`config.mk`:
```
export PLATFORM = sky130hd
export DESIGN_NAME = wakeup_cfg_smi_routing
export DESIGN_NICKNAME = d
export VERILOG_FILES = /design/src/core/wakeup_pkg.sv /design/src/core/wakeup_cfg_smi_routing.sv
export SDC_FILE = /design/constraint.sdc
export NUM_CORES = 1
export LEC_CHECK = 0
export BUFFER_PORTS_ARGS = -buffer_cell sky130_fd_sc_hd__buf_4
export CORE_UTILIZATION = 40
export DETAILED_ROUTE_END_ITERATION = 12
export SETUP_SLACK_MARGIN = 0.3
export SLEW_MARGIN = 20
export SYNTH_ARGS = -nofsm -noshare
export SYNTH_HDL_FRONTEND = slang
export SYNTH_SLANG_ARGS = --single-unit
```
`constraint.sdc`:
```
create_clock -name CORE_CLK -period 8.7 [get_ports CORE_CLK]
set_input_delay 0.87 -clock CORE_CLK [delete_from_list [all_inputs] [get_ports CORE_CLK]]
set_output_delay 0.87 -clock CORE_CLK [all_outputs]
set_load 0.05 [all_outputs]
```
`src/core/wakeup_pkg.sv`:
```
package wakeup_pkg;
    // register indices; byte address is four times the index
    localparam logic [5:0] IDX_STATUS_FIRST = 6'h00;
    localparam logic [5:0] IDX_STATUS_SECOND = 6'h01;
    localparam logic [5:0] IDX_PWR_EN_FIRST = 6'h02;
    localparam logic [5:0] IDX_PWR_EN_SECOND = 6'h03;
    localparam logic [5:0] IDX_WAKEUP_CFG = 6'h04;
    localparam logic [5:0] IDX_LEGACY_ROUTE = 6'h13;
    localparam logic [5:0] IDX_GP_ROUTE = 6'h14;
    localparam int ADDR_LSB = 2;
    // reset values
    localparam logic [7:0] CFG_RESET = 8'h00;
    localparam logic [7:0] ROUTE_RESET = 8'h00;
    localparam logic [7:0] PWR_EN_RESET = 8'h00;
    localparam logic [7:0] STATUS_RESET = 8'h00;
    // configuration fields
    localparam int CFG_BANK_LSB = 0;
    localparam int CFG_SWAP_BIT = 2;
    localparam int CFG_S3_PULSE_BIT = 3;
    localparam logic [7:0] CFG_WRITABLE = 8'h0f;
    localparam logic [1:0] BANK_ROUTING = 2'h2;
    // legacy route bits 5 and 7 are reserved
    localparam logic [7:0] LEGACY_ROUTE_WRITABLE = 8'h5f;
    localparam logic [1:0] RESP_OKAY = 2'h0;
    localparam logic [1:0] RESP_SLVERR = 2'h2;

    // one clock/data pair of a keyboard or pointer port
    typedef struct packed {
        logic clk;
        logic data;
    } kbm_pair_type;

    typedef enum logic [1:0] {
        WR_IDLE = 2'b01,
        WR_RESP = 2'b10
    } wr_state_type;
endpackage

```
`src/core/wakeup_cfg_smi_routing.sv`:
```
// Chosen here: the AXI4-Lite register port.
`timescale 1ns/1ps
`default_nettype none
// What this block does
// the configuration register clears to 00h on power-up and on software reset.
// the configuration register sits at offset 04h outside the banked space, read/write.
// bits 1-0 pick the visible bank; 0 keyboard/mouse, 1 infrared, 2 routing, 3 standby GPIO.
// bit 2 set swaps keyboard clock/data with mouse clock/data; clear means no swap.
// the first routing register is in bank 2 at 13h and resets to zero.
// the second routing register is in bank 2 at 14h and resets to zero.
// a detected legacy event with its route bit set asserts the interrupt, wake enable aside.
// a routed, detected general input event asserts the interrupt, wake enable aside.
// first route: 0 ring 1, 1 ring 2, 2 kbd, 3 mouse, 4 infrared, 6 software; 5, 7 reserved.
// second route bit n routes general input event n; bit 4 is the selected shared-pin event.
// routing acts on detected events after their detectors, not on raw pins.
// event status bits are sticky; bit 4 follows the function selected on the shared pin.
// a detected event with its wake enable set drives the power-wake request low.
// the interrupt output is low while a status bit and its route bit are both set.
// bit 3 of the configuration holds the S3 power-button pulse enable, cleared by default.
module wakeup_cfg_smi_routing (
    input wire logic CORE_CLK,
    input wire logic RST,
    input wire logic [7:0] AWADDR,
    input wire logic AWVALID,
    output logic AWREADY,
    input wire logic [31:0] WDATA,
    input wire logic [3:0] WSTRB,
    input wire logic WVALID,
    output logic WREADY,
    output logic [1:0] BRESP,
    output logic BVALID,
    input wire logic BREADY,
    input wire logic [7:0] ARADDR,
    input wire logic ARVALID,
    output logic ARREADY,
    output logic [31:0] RDATA,
    output logic [1:0] RRESP,
    output logic RVALID,
    input wire logic RREADY,
    input wire logic [7:0] LEGACY_EVENT,
    input wire logic [7:0] GP_INPUT_EVENT,
    input wire logic KEYBOARD_CLOCK_IN,
    input wire logic KEYBOARD_DATA_IN,
    input wire logic POINTER_CLOCK_IN,
    input wire logic POINTER_DATA_IN,
    output logic KBD_CLOCK_TO_CTRL,
    output logic KBD_DATA_TO_CTRL,
    output logic POINTER_CLOCK_TO_CTRL,
    output logic POINTER_DATA_TO_CTRL,
    output logic [1:0] BANK_SELECT,
    output logic S3_POWER_BUTTON_PULSE_EN,
    output logic MGMT_INTERRUPT_N,
    output logic POWER_WAKE_REQUEST_N
);
    // write merge honouring the low byte lane only; the rest is zero
    function automatic logic [7:0] merge(input logic [7:0] old, input logic [7:0] data,
                                         input logic lane, input logic [7:0] writable);
        merge = lane ? ((old & ~writable) | (data & writable)) : old;
    endfunction

    // bank-2 registers only answer while bank 2 is selected
    function automatic logic decode_ok(input logic [5:0] idx, input logic [1:0] bank);
        decode_ok = (idx == wakeup_pkg::IDX_STATUS_FIRST) ||
                    (idx == wakeup_pkg::IDX_STATUS_SECOND) ||
                    (idx == wakeup_pkg::IDX_PWR_EN_FIRST) ||
                    (idx == wakeup_pkg::IDX_PWR_EN_SECOND) ||
                    (idx == wakeup_pkg::IDX_WAKEUP_CFG) ||
                    (bank == wakeup_pkg::BANK_ROUTING &&
                     (idx == wakeup_pkg::IDX_LEGACY_ROUTE || idx == wakeup_pkg::IDX_GP_ROUTE));
    endfunction

    // register file
    logic [7:0] cfg_reg;
    logic [7:0] legacy_route_reg;
    logic [7:0] gp_route_reg;
    logic [7:0] pwr_en_first_reg;
    logic [7:0] pwr_en_second_reg;
    logic [7:0] status_first_reg;
    logic [7:0] status_second_reg;

    // write channel state
    wakeup_pkg::wr_state_type wr_state_reg;
    logic aw_have_reg;
    logic w_have_reg;
    logic [5:0] aw_idx_reg;
    logic [7:0] w_data_reg;
    logic w_lane_reg;
    logic [1:0] bresp_reg;
    logic awready_reg;
    logic wready_reg;
    logic bvalid_reg;

    // read channel state
    logic arready_reg;
    logic rvalid_reg;
    logic [31:0] rdata_reg;
    logic [1:0] rresp_reg;

    // pin synchronisers and swapped outputs
    wakeup_pkg::kbm_pair_type kbd_meta_reg;
    wakeup_pkg::kbm_pair_type kbd_sync_reg;
    wakeup_pkg::kbm_pair_type ptr_meta_reg;
    wakeup_pkg::kbm_pair_type ptr_sync_reg;
    wakeup_pkg::kbm_pair_type kbd_out_reg;
    wakeup_pkg::kbm_pair_type ptr_out_reg;
    logic irq_n_reg;
    logic pwr_req_n_reg;

    // write channel decode
    wire aw_take = AWVALID && !aw_have_reg && wr_state_reg == wakeup_pkg::WR_IDLE;
    wire w_take = WVALID && !w_have_reg && wr_state_reg == wakeup_pkg::WR_IDLE;
    wire wr_go = aw_have_reg && w_have_reg && wr_state_reg == wakeup_pkg::WR_IDLE;
    wire [1:0] bank = cfg_reg[wakeup_pkg::CFG_BANK_LSB +: 2];
    wire wr_ok = decode_ok(aw_idx_reg, bank);
    wire wr_cfg = wr_go && aw_idx_reg == wakeup_pkg::IDX_WAKEUP_CFG;
    wire wr_legacy = wr_go && wr_ok && aw_idx_reg == wakeup_pkg::IDX_LEGACY_ROUTE;
    wire wr_gp = wr_go && wr_ok && aw_idx_reg == wakeup_pkg::IDX_GP_ROUTE;
    wire wr_en1 = wr_go && aw_idx_reg == wakeup_pkg::IDX_PWR_EN_FIRST;
    wire wr_en2 = wr_go && aw_idx_reg == wakeup_pkg::IDX_PWR_EN_SECOND;
    wire wr_st1 = wr_go && aw_idx_reg == wakeup_pkg::IDX_STATUS_FIRST;
    wire wr_st2 = wr_go && aw_idx_reg == wakeup_pkg::IDX_STATUS_SECOND;
    wire [7:0] clr1 = (wr_st1 && w_lane_reg) ? w_data_reg : 8'h00;
    wire [7:0] clr2 = (wr_st2 && w_lane_reg) ? w_data_reg : 8'h00;

    // read decode
    wire ar_take = ARVALID && arready_reg;
    wire [5:0] ar_idx = ARADDR[7:wakeup_pkg::ADDR_LSB];
    wire rd_ok = decode_ok(ar_idx, bank);
    wire [7:0] rd_byte =
        (ar_idx == wakeup_pkg::IDX_STATUS_FIRST) ? status_first_reg :
        (ar_idx == wakeup_pkg::IDX_STATUS_SECOND) ? status_second_reg :
        (ar_idx == wakeup_pkg::IDX_PWR_EN_FIRST) ? pwr_en_first_reg :
        (ar_idx == wakeup_pkg::IDX_PWR_EN_SECOND) ? pwr_en_second_reg :
        (ar_idx == wakeup_pkg::IDX_WAKEUP_CFG) ? cfg_reg :
        (rd_ok && ar_idx == wakeup_pkg::IDX_LEGACY_ROUTE) ? legacy_route_reg :
        (rd_ok && ar_idx == wakeup_pkg::IDX_GP_ROUTE) ? gp_route_reg : 8'h00;

    // sticky status; an event in the clearing cycle survives the clear
    wire [7:0] st1_next = (status_first_reg & ~clr1) | LEGACY_EVENT;
    wire [7:0] st2_next = (status_second_reg & ~clr2) | GP_INPUT_EVENT;
    // wake enables and routes are independent paths over the same status
    wire irq_any = |(status_first_reg & legacy_route_reg) |
                   |(status_second_reg & gp_route_reg);
    wire wake_any = |(status_first_reg & pwr_en_first_reg) |
                    |(status_second_reg & pwr_en_second_reg);
    wire swap = cfg_reg[wakeup_pkg::CFG_SWAP_BIT];

    // configuration and routing registers
    always_ff @(posedge CORE_CLK or posedge RST) begin
        if (RST) begin
            cfg_reg <= wakeup_pkg::CFG_RESET;
            legacy_route_reg <= wakeup_pkg::ROUTE_RESET;
            gp_route_reg <= wakeup_pkg::ROUTE_RESET;
            pwr_en_first_reg <= wakeup_pkg::PWR_EN_RESET;
            pwr_en_second_reg <= wakeup_pkg::PWR_EN_RESET;
        end else begin
            if (wr_cfg) begin
                cfg_reg <= merge(cfg_reg, w_data_reg, w_lane_reg,
                                 wakeup_pkg::CFG_WRITABLE);
            end
            if (wr_legacy) begin
                legacy_route_reg <= merge(legacy_route_reg, w_data_reg, w_lane_reg,
                                          wakeup_pkg::LEGACY_ROUTE_WRITABLE);
            end
            if (wr_gp) begin
                gp_route_reg <= merge(gp_route_reg, w_data_reg, w_lane_reg, 8'hff);
            end
            if (wr_en1) begin
                pwr_en_first_reg <= merge(pwr_en_first_reg, w_data_reg, w_lane_reg, 8'hff);
            end
            if (wr_en2) begin
                pwr_en_second_reg <= merge(pwr_en_second_reg, w_data_reg, w_lane_reg, 8'hff);
            end
        end
    end

    // status and interrupt outputs, one cycle behind status
    always_ff @(posedge CORE_CLK or posedge RST) begin
        if (RST) begin
            status_first_reg <= wakeup_pkg::STATUS_RESET;
            status_second_reg <= wakeup_pkg::STATUS_RESET;
            irq_n_reg <= 1'b1;
            pwr_req_n_reg <= 1'b1;
        end else begin
            status_first_reg <= st1_next;
            status_second_reg <= st2_next;
            irq_n_reg <= !irq_any;
            pwr_req_n_reg <= !wake_any;
        end
    end

    // write handshake: address and data in either order, response after both
    // readies and valid are flops of their own so the bus never sees a decode glitch
    always_ff @(posedge CORE_CLK or posedge RST) begin
        if (RST) begin
            wr_state_reg <= wakeup_pkg::WR_IDLE;
            aw_have_reg <= 1'b0;
            w_have_reg <= 1'b0;
            aw_idx_reg <= 6'h00;
            w_data_reg <= 8'h00;
            w_lane_reg <= 1'b0;
            bresp_reg <= wakeup_pkg::RESP_OKAY;
            awready_reg <= 1'b1;
            wready_reg <= 1'b1;
            bvalid_reg <= 1'b0;
        end else begin
            unique case (wr_state_reg)
                wakeup_pkg::WR_IDLE: begin
                    if (aw_take) begin
                        aw_have_reg <= 1'b1;
                        aw_idx_reg <= AWADDR[7:wakeup_pkg::ADDR_LSB];
                        awready_reg <= 1'b0;
                    end
                    if (w_take) begin
                        w_have_reg <= 1'b1;
                        w_data_reg <= WDATA[7:0];
                        w_lane_reg <= WSTRB[0];
                        wready_reg <= 1'b0;
                    end
                    if (wr_go) begin
                        aw_have_reg <= 1'b0;
                        w_have_reg <= 1'b0;
                        awready_reg <= 1'b0;
                        wready_reg <= 1'b0;
                        bvalid_reg <= 1'b1;
                        bresp_reg <= wr_ok ? wakeup_pkg::RESP_OKAY : wakeup_pkg::RESP_SLVERR;
                        wr_state_reg <= wakeup_pkg::WR_RESP;
                    end
                end
                wakeup_pkg::WR_RESP: begin
                    if (BREADY) begin
                        wr_state_reg <= wakeup_pkg::WR_IDLE;
                        bvalid_reg <= 1'b0;
                        awready_reg <= 1'b1;
                        wready_reg <= 1'b1;
                    end
                end
                default: begin
                    wr_state_reg <= wakeup_pkg::WR_IDLE;
                    bvalid_reg <= 1'b0;
                    awready_reg <= 1'b1;
                    wready_reg <= 1'b1;
                end
            endcase
        end
    end

    // read handshake: data one cycle after the address is taken
    always_ff @(posedge CORE_CLK or posedge RST) begin
        if (RST) begin
            arready_reg <= 1'b1;
            rvalid_reg <= 1'b0;
            rdata_reg <= 32'h0000_0000;
            rresp_reg <= wakeup_pkg::RESP_OKAY;
        end else if (ar_take) begin
            arready_reg <= 1'b0;
            rvalid_reg <= 1'b1;
            rdata_reg <= {24'h00_0000, rd_byte};
            rresp_reg <= rd_ok ? wakeup_pkg::RESP_OKAY : wakeup_pkg::RESP_SLVERR;
        end else if (rvalid_reg && RREADY) begin
            arready_reg <= 1'b1;
            rvalid_reg <= 1'b0;
        end
    end

    // pins come from another domain, so two flops before the swap mux
    always_ff @(posedge CORE_CLK or posedge RST) begin
        if (RST) begin
            kbd_meta_reg <= 2'b11;
            kbd_sync_reg <= 2'b11;
            ptr_meta_reg <= 2'b11;
            ptr_sync_reg <= 2'b11;
            kbd_out_reg <= 2'b11;
            ptr_out_reg <= 2'b11;
        end else begin
            kbd_meta_reg <= {KEYBOARD_CLOCK_IN, KEYBOARD_DATA_IN};
            kbd_sync_reg <= kbd_meta_reg;
            ptr_meta_reg <= {POINTER_CLOCK_IN, POINTER_DATA_IN};
            ptr_sync_reg <= ptr_meta_reg;
            // swap after the synchronisers so both ports keep one latency
            kbd_out_reg <= swap ? ptr_sync_reg : kbd_sync_reg;
            ptr_out_reg <= swap ? kbd_sync_reg : ptr_sync_reg;
        end
    end

    // outputs straight from flops
    assign AWREADY = awready_reg;
    assign WREADY = wready_reg;
    assign BVALID = bvalid_reg;
    assign BRESP = bresp_reg;
    assign ARREADY = arready_reg;
    assign RVALID = rvalid_reg;
    assign RDATA = rdata_reg;
    assign RRESP = rresp_reg;
    assign KBD_CLOCK_TO_CTRL = kbd_out_reg.clk;
    assign KBD_DATA_TO_CTRL = kbd_out_reg.data;
    assign POINTER_CLOCK_TO_CTRL = ptr_out_reg.clk;
    assign POINTER_DATA_TO_CTRL = ptr_out_reg.data;
    assign BANK_SELECT = bank;
    assign S3_POWER_BUTTON_PULSE_EN = cfg_reg[wakeup_pkg::CFG_S3_PULSE_BIT];
    assign MGMT_INTERRUPT_N = irq_n_reg;
    assign POWER_WAKE_REQUEST_N = pwr_req_n_reg;
endmodule // wakeup_cfg_smi_routing
`default_nettype wire

```
==> results of run 1 <==
## per-layer routing
metal	routed length, µm	GRT usage
met1	4950	0.272
met2	4630	0.282
met3	499	0.0293
met4	150	0.0840
met5	0	0
## per-stage QoR
stage,util,power (µW)
final,0.493,1590
after global routing,0.493,1680
after CTS,0.492,1610
after detailed placement,0.465,1210
after global placement,0.465,1200
after floorplan,-,1060
## kinds of logic (layout without fill, tap and decap cells)
logic type             count (synthesis)  in the layout  synth area share
flip-flops                            97             97             0.538
AND/OR/NAND/NOR                       93             93             0.115
AO/OA/AOI/OAI                         76             76             0.124
multiplexers                          63             63             0.162
buffers and inverters                 46             94            0.0610
other                                  1             26          0.000823
## synthesized netlist by cell type, drive strengths merged, types with 4 or more instances
cell type  count
nand3          5
mux2i          6
a22o          10
buf           31
nor2          21
nor4           4
nor3b          6
o21ai         10
a21o          16
a221oi         6
clkbuf         9
nand2         28
nor3           4
a21oi          6
nand2b         5
inv            6
mux2          54
dfrtp         79
a22oi         10
dfstp         18
## area by class of cell
type / count / area [µm²]
Multi-Input combinational cell: 258 / 1930
Inverter: 6 / 23.8
Timing Repair Buffer: 72 / 541
Sequential cell: 97 / 2450
Clock inverter: 7 / 68.8
Fill cell: 1013 / 5570
Tap cell: 140 / 175
Clock buffer: 9 / 225
## power groups by stage
stage	clock network [µW]	logic (µW)	registers (µW)
2_1_floorplan	0	290	774
3_3_place_gp	0	497	699
3_5_place_dp	0	508	706
4_1_cts	401	510	698
5_1_grt	421	544	717
6_report	389	504	699
## worst paths after layout
path	slack (ns)	from	endpoint	cells past startpoint
max	6.32	aw_idx_reg[2]	legacy_route_reg[3]	3
min	0.35	ptr_meta_reg[0]	ptr_sync_reg[0]	0
max reg2reg	6.32	aw_idx_reg[2]	legacy_route_reg[3]	3
min reg2reg	0.35	ptr_meta_reg[0]	ptr_sync_reg[0]	0
max in group asynchronous	6.97	RST	gp_route_reg[6]	3
min in group asynchronous	0.47	RST	w_lane_reg	2
==> reports/qor.txt, run 1 <==
crit-path cells: or4b_4, nor3_1, mux2_2
Post-route DRC: 0
WHS: 0.355 ns
Num CTS Buffers: 9
skew final: 0.00457 ns
largest net degree at the start of global routing: 81
Area growth syn-to-layout: 18.8%
Hold Vio Cnt, Final: 0
wirelength, routed: 10.2 mm
setup_tns: 0 ns
RSZ-0062 raised after global routing: no
PwrDens: 294 nW/µm²
fin crit share: 0.274
Net Sw Frac: 0.368
dpl hpwl: 7.33 mm
final std cells w/o fill: 589
CORE AREA: 11000 µm²
Final Cell Area: 5410 µm²
Setup crit start kind: register
DIE AREA: 11800 µm²
max-slew violation count: 0
slew at the pin closest to its max-slew limit: 1.06 ns
cell taking the most area after synthesis: dfrtp_1
Setup WS post-layout: 6.32 ns
Max stage delay on crit path: 0.87 ns
TritonCTS clock tree: built
Fmax: 420 MHz
Flop pwr share: 0.439
YS warnings: 0
H-tree levels: 3
Crit path required time: 8.92 ns
number of flops mapped to enable cells by yosys: 0
Cell variety after synth: 56
P_int: 1010 µW
Post-Syn Area: 4550 µm²
Die X: 109 µm
endpoints failing setup: 0
GRT Total Usage: 0.189
commonest non-fill, non-tap cell in the layout: dfrtp_1
vias per cell: 5.38
Post-Place Cell Area: 5110 µm²
Psw: 586 µW
clock tree buffer depth: 2
global-route wire length before repair: 16.5 mm
ys flop type: dfrtp_1
I/O Buffers: 71
Final min period: 2.38 ns
worst hold path type: register to register
CP Max Fanout: 6
GRT Residual Overflow: 0
post-cts resize count: 0
max_cap viols: 0
Mapped Cells: 376
placed cell count: 573
crit end category: register
row cnt: 38
Comb power frac: 0.316
Layout Nets: 523
initial core utilization: 0.415
Worst-path clk slew: 0.07 ns
Ant. Diodes: 0
number of global-route vias before repair: 3003
CP Class: register to register
Worst EP arrival: 2.61 ns
synth top area cells: dfrtp_1, mux2_2, dfstp_2
Crit path max-delay family: simple AND/OR/NAND/NOR gates
initial antenna violation count: 0
Synth top area share: 0.434
CTS root buf: clkbuf_16
ANT nets after route: 0
Ports: 129
sequential cell area fraction in the yosys report: 0.538
Place WS: 6.12 ns
leakage power: 0.00238 µW
Yosys reg bits: 97
Iter 0 DRT Violations: 162
global placer's final weighted congestion: 0.795
drt first pass iters: 4
clk_lat worst skew: 0.34 ns
Post-CTS Repair Setup Buffers: 0
outcome: finished, final reports clean
Buf/Inv on CP: 0
Synth async-reset ratio: 1.00
most frequent cells in the layout: dfrtp_1, buf_4, mux2_2
Hold Buf Count CTS: 0
power share of the clock group: 0.245
Die Span Y: 109 µm
ratio of cells with drive above 1 in the final layout: 0.385
Clock Sinks: 97
crit path max-delay cell type: nor3_1
headroom to the max-slew limit: 0.285
average cell area after synthesis: 12.1 µm²
Worst VDD drop: 244 µV
vias post-DR: 3166
Routed wire per std cell: 17.4 µm
(Power assumes the default switching activity.)
==> run 2: changes to the inputs <==
Clock period 8.7 ns to 2.3 ns, I/O delays scaled along.
==> reports/qor.txt, run 2 (synthesized netlist as in run 1, its figures left out) <==
ANT nets after route: 0 (unchanged)
Fmax: 472 MHz (+12%)
number of global-route vias before repair: 3216 (+7.1%)
Ant. Diodes: 0 (unchanged)
Final min period: 2.12 ns (-0.264 ns)
reg2reg end: pwr_en_first_reg[0]
Iter 0 DRT Violations: 186 (+15%)
Routed wire per std cell: 17.2 µm (-0.98%)
most frequent cells in the layout: buf_4, dfrtp_1, mux2_2
Buf/Inv on CP: 1 (+1)
vias per cell: 5.25 (-2.3%)
Worst EP arrival: 2.34 ns (-0.27 ns)
Setup crit start kind: register
endpoints failing setup: 0 (unchanged)
worst hold path type: primary input to async pin
vias post-DR: 3224 (+1.8%)
setup_tns: 0 ns (unchanged)
wirelength, routed: 10.6 mm (+3.2%)
Max stage delay on crit path: 0.55 ns (-0.32 ns)
commonest non-fill, non-tap cell in the layout: buf_4
Area growth syn-to-layout: 25.8%
ratio of cells with drive above 1 in the final layout: 0.411 (+0.0261)
DIE AREA: 11800 µm² (unchanged)
Die X: 109 µm (unchanged)
Worst-path clk slew: 0.07 ns (about the same)
WHS: -0.00138 ns (-0.356 ns)
clk_lat worst skew: 0.34 ns (about the same)
multi-input logic area: 1970 µm² (+2.4%)
Worst Reg-to-Reg Cells: 5 (+2)
Ports: 129 (unchanged)
fillers: 983 (-3.0%)
FF-to-FF Start: aw_idx_reg[3]
global placer's final weighted congestion: 0.808 (+1.6%)
crit path max-delay cell type: or4b_4
H-tree levels: 3 (unchanged)
GRT Total Usage: 0.194 (+0.00520)
PwrDens: 1090 nW/µm² (+270%)
global-route wire length before repair: 17.3 mm (+4.4%)
skew final: 0.00509 ns (+0.000518 ns)
crit end category: register
CP Max Fanout: 8 (+2)
drt first pass iters: 4 (unchanged)
flop2flop setup slack: 0.18 ns (-6.14 ns)
TritonCTS clock tree: built
slew at the pin closest to its max-slew limit: 0.695 ns (-0.369 ns)
GRT Residual Overflow: 0 (unchanged)
max_cap viols: 0 (unchanged)
fin crit share: 0.921 (+0.647)
initial antenna violation count: 0 (unchanged)
CORE AREA: 11000 µm² (unchanged)
Worst VDD drop: 870 µV (+260%)
row cnt: 38 (unchanged)
Hold Vio Cnt, Final: 1 (+1)
failing checks: negative hold slack
placed cell count: 589 (+2.8%)
I/O Buffers: 71 (unchanged)
crit-path cells: or4b_4, or3_4, nor3b_4, buf_12, mux2_4
CTS root buf: clkbuf_16
clock tree buffer depth: 2 (unchanged)
outcome: finished with violations
final std cells w/o fill: 614 (+4.2%)
initial core utilization: 0.415 (unchanged)
Post-route DRC: 0 (unchanged)
largest net degree at the start of global routing: 32 (-60%)
RSZ-0062 raised after global routing: yes
CP Class: register to register
headroom to the max-slew limit: 0.536 (+0.250)
Die Span Y: 109 µm (unchanged)
Seq. cell area: 2450 µm² (about the same)
Clock Sinks: 97 (unchanged)
max-slew violation count: 0 (unchanged)
Crit path max-delay family: simple AND/OR/NAND/NOR gates
Num CTS Buffers: 9 (unchanged)
Layout Nets: 548 (+4.8%)
dpl hpwl: 7.55 mm (+3.1%)
leakage power: 0.00254 µW (+6.9%)
Crit path required time: 2.52 ns (-6.40 ns)
==> run 2: layout make-up <==
cell class	count	share of cell area
Inverter	6	0.00459
Clock inverter	4	0.00917
Tap cell	140	0.0306
Timing Repair Buffer	97	0.139
Multi-Input combinational cell	258	0.344
Clock buffer	12	0.0448
Sequential cell	97	0.428
==> run 2: power by group <==
| part | total (µW) | switching (µW) | leakage [µW] | internal, µW |
|---|---|---|---|---|
| combinational | 2090 | 1180 | 0.00124 | 910 |
| clock | 1540 | 633 | 0.000153 | 905 |
| sequential | 2650 | 468 | 0.00115 | 2180 |
| total | 6270 | 2280 | 0.00254 | 4000 |
==> run 2: timing repair <==
| item | 4_1_cts | 5_1_grt |
|---|---|---|
| hold buffers | 4 | 0 |
| resized for setup | 10 | 3 |
| setup endpoints to repair | 17 | 31 |
| gates cloned | 0 | 0 |
| pin swaps | 4 | 2 |
| endpoints found under the hold margin | 4 | 0 |
| buffers inserted | 3 | 2 |
==> run 2: stage by stage <==
| stage | util | total power, µW | setup slack (ns) | instance area [µm²] | hold slack, ns |
|---|---|---|---|---|---|
| 2_1_floorplan | - | 4030 | 0.184 | 4650 | 0.234 |
| 3_3_place_gp | 0.481 | 4580 | 0.182 | 5280 | 0.340 |
| 3_5_place_dp | 0.481 | 4630 | 0.147 | 5280 | 0.339 |
| 4_1_cts | 0.519 | 6270 | 0.140 | 5700 | 0.0195 |
| 5_1_grt | 0.522 | 6620 | 0.126 | 5730 | 0.0494 |
| 6_report | 0.522 | 6270 | 0.181 | 5730 | -0.00138 |
==> run 2: how the worst max path moves through the flow <==
stage | startpoint | to | depth (start not counted)
floorplan | wr_state_reg[1] | pwr_en_first_reg[0] | 4
global placement | aw_idx_reg[5] | pwr_en_first_reg[7] | 5
detailed placement | aw_idx_reg[5] | pwr_en_first_reg[4] | 5
CTS | aw_idx_reg[3] | pwr_en_first_reg[3] | 5
global route | aw_idx_reg[3] | pwr_en_first_reg[3] | 5
finish | aw_idx_reg[3] | pwr_en_first_reg[0] | 5
==> run 2: per-layer routing <==
metal / wire length, µm / vias up / global-route usage / share of wire
met3: 514 / 8 / 0.0305 / 0.049
met1: 5070 / 1594 / 0.280 / 0.48
met4: 100 / 0 / 0.0531 / 0.0095
li1: - / 1525 / - / -
met5: 0 / - / 0 / 0
met2: 4860 / 97 / 0.305 / 0.46
==> run 3: changes to the inputs <==
Settings changed: PLACE_DENSITY set to 0.74.
==> reports/qor.txt, run 3 (synthesized netlist as in run 1, its figures left out) <==
outcome: finished, final reports clean
TritonCTS clock tree: built
Area growth syn-to-layout: 24.8%
row cnt: 38 (unchanged)
PwrDens: 1060 nW/µm² (-3.0%)
Iter 0 DRT Violations: 154 (-17%)
Die X: 109 µm (unchanged)
Final min period: 2.13 ns (+0.00627 ns)
Worst VDD drop: 491 µV (-44%)
vias post-DR: 3333 (+3.4%)
crit path max-delay cell type: or4b_4
CTS root buf: clkbuf_16
Hold Vio Cnt, Final: 0 (-1)
Buf/Inv on CP: 1 (unchanged)
fin crit share: 0.924 (+0.00273)
global placer's final weighted congestion: 0.839 (+3.9%)
worst hold path type: primary input to register
Worst-path clk slew: 0.06 ns (about the same)
Post-route DRC: 0 (unchanged)
ANT nets after route: 0 (unchanged)
setup_tns: 0 ns (unchanged)
CP Max Fanout: 8 (unchanged)
max_cap viols: 0 (unchanged)
Ports: 129 (unchanged)
CP Class: register to register
Setup crit start kind: register
Crit path required time: 2.53 ns (about the same)
leakage power: 0.00252 µW (-0.93%)
DIE AREA: 11800 µm² (unchanged)
RSZ-0062 raised after global routing: yes
Overall Power: 6030 µW (-3.8%)
most frequent cells in the layout: buf_4, dfrtp_1, mux2_2
drt first pass iters: 4 (unchanged)
largest net degree at the start of global routing: 46 (+44%)
Finished Core Util: 0.517 (-0.00444)
skew final: 0.00596 ns (+0.000869 ns)
initial core utilization: 0.415 (unchanged)
headroom to the max-slew limit: 0.554 (+0.0188)
Die Span Y: 109 µm (unchanged)
Clock Sinks: 97 (unchanged)
GRT Residual Overflow: 0 (unchanged)
ratio of cells with drive above 1 in the final layout: 0.403 (-0.00803)
endpoints failing setup: 0 (unchanged)
initial antenna violation count: 0 (unchanged)
clk_lat worst skew: 0.34 ns (about the same)
Routed wire per std cell: 17.0 µm (-1.2%)
GRT Total Usage: 0.186 (-0.00808)
Layout Nets: 550 (+0.36%)
H-tree levels: 3 (unchanged)
Crit path max-delay family: simple AND/OR/NAND/NOR gates
global-route wire length before repair: 16.5 mm (-4.2%)
number of global-route vias before repair: 3293 (+2.4%)
commonest non-fill, non-tap cell in the layout: buf_4
Max stage delay on crit path: 0.55 ns (about the same)
I/O Buffers: 71 (unchanged)
Fmax: 471 MHz (-0.30%)
max-slew violation count: 0 (unchanged)
vias per cell: 5.41 (+3.0%)
CORE AREA: 11000 µm² (unchanged)
dpl hpwl: 7.63 mm (+1.1%)
Num CTS Buffers: 9 (unchanged)
crit end category: register
Final Cell Area: 5680 µm² (-0.85%)
slew at the pin closest to its max-slew limit: 0.663 ns (-0.0318 ns)
Ant. Diodes: 0 (unchanged)
Post-Place Cell Area: 5260 µm² (-0.52%)
Worst EP arrival: 2.35 ns (about the same)
crit-path cells: or4b_4, or3_4, nor3b_4, buf_12, mux2_2
wirelength, routed: 10.5 mm (-0.86%)
clock tree buffer depth: 2 (unchanged)
[run 3: changes by cell type in the layout (fill, tap and decap cells not counted), moves of 2 or more]
cell,change
clkbuf_1,+4
clkinv_4,-2
mux2_2,+6
mux2_4,-6
[run 3: worst reg2reg max path: cells and delay by family (launching register included)]
kind | cells | cell delay [ns]
buf+inv | 1 | 0.15
flops | 1 | 0.38
mux | 1 | 0.33
simple gates | 3 | 1.15
[run 3: final timing paths]
check	startpoint	to	slack, ns	cells past startpoint
max in group asynchronous	RST	MGMT_INTERRUPT_N	1.16	4
max reg2reg	aw_idx_reg[3]	pwr_en_first_reg[4]	0.17	5
max	aw_idx_reg[3]	pwr_en_first_reg[4]	0.17	5
min reg2reg	kbd_meta_reg[0]	kbd_sync_reg[0]	0.36	0
min	ARVALID	ARREADY	0.04	2
min in group asynchronous	RST	status_first_reg[2]	0.49	3
[run 3: layout make-up]
| cell class | instances | area, µm² |
|---|---|---|
| clock buffer | 15 | 258 |
| clock inverter | 1 | 5.00 |
| fill | 963 | 5300 |
| inverter | 6 | 26.3 |
| multi-input combinational | 258 | 1950 |
| sequential | 97 | 2450 |
| tap | 140 | 175 |
| timing repair buffer | 99 | 813 |
[run 3: per-stage QoR]
step                hold slack [ns]  cells  setup WS, ns
CTS                          0.0361    613         0.174
floorplan                     0.234    401         0.184
global placement              0.280    587         0.184
global route                 0.0461    616         0.131
detailed placement            0.282    587         0.150
finish                       0.0402    616         0.175
[run 3: metal layers]
metal | routed length (µm) | track usage
met1 | 4680 | 0.245
met5 | 0 | 0
met2 | 5060 | 0.296
met3 | 517 | 0.0412
met4 | 203 | 0.0801
[run 3: repair_timing]
item,CTS,global route
pin swaps,2,5
hold buffers,5,0
resized for setup,2,6
buffers inserted,5,3
hold endpoints to repair,11,0
setup endpoints to repair,17,34
[run 3: power by group]
part           internal [µW]  leakage [µW]  switching [µW]
sequential              2180       0.00115             451
combinational            875       0.00124            1170
clock                    763      0.000128             594
total                   3820       0.00252            2210
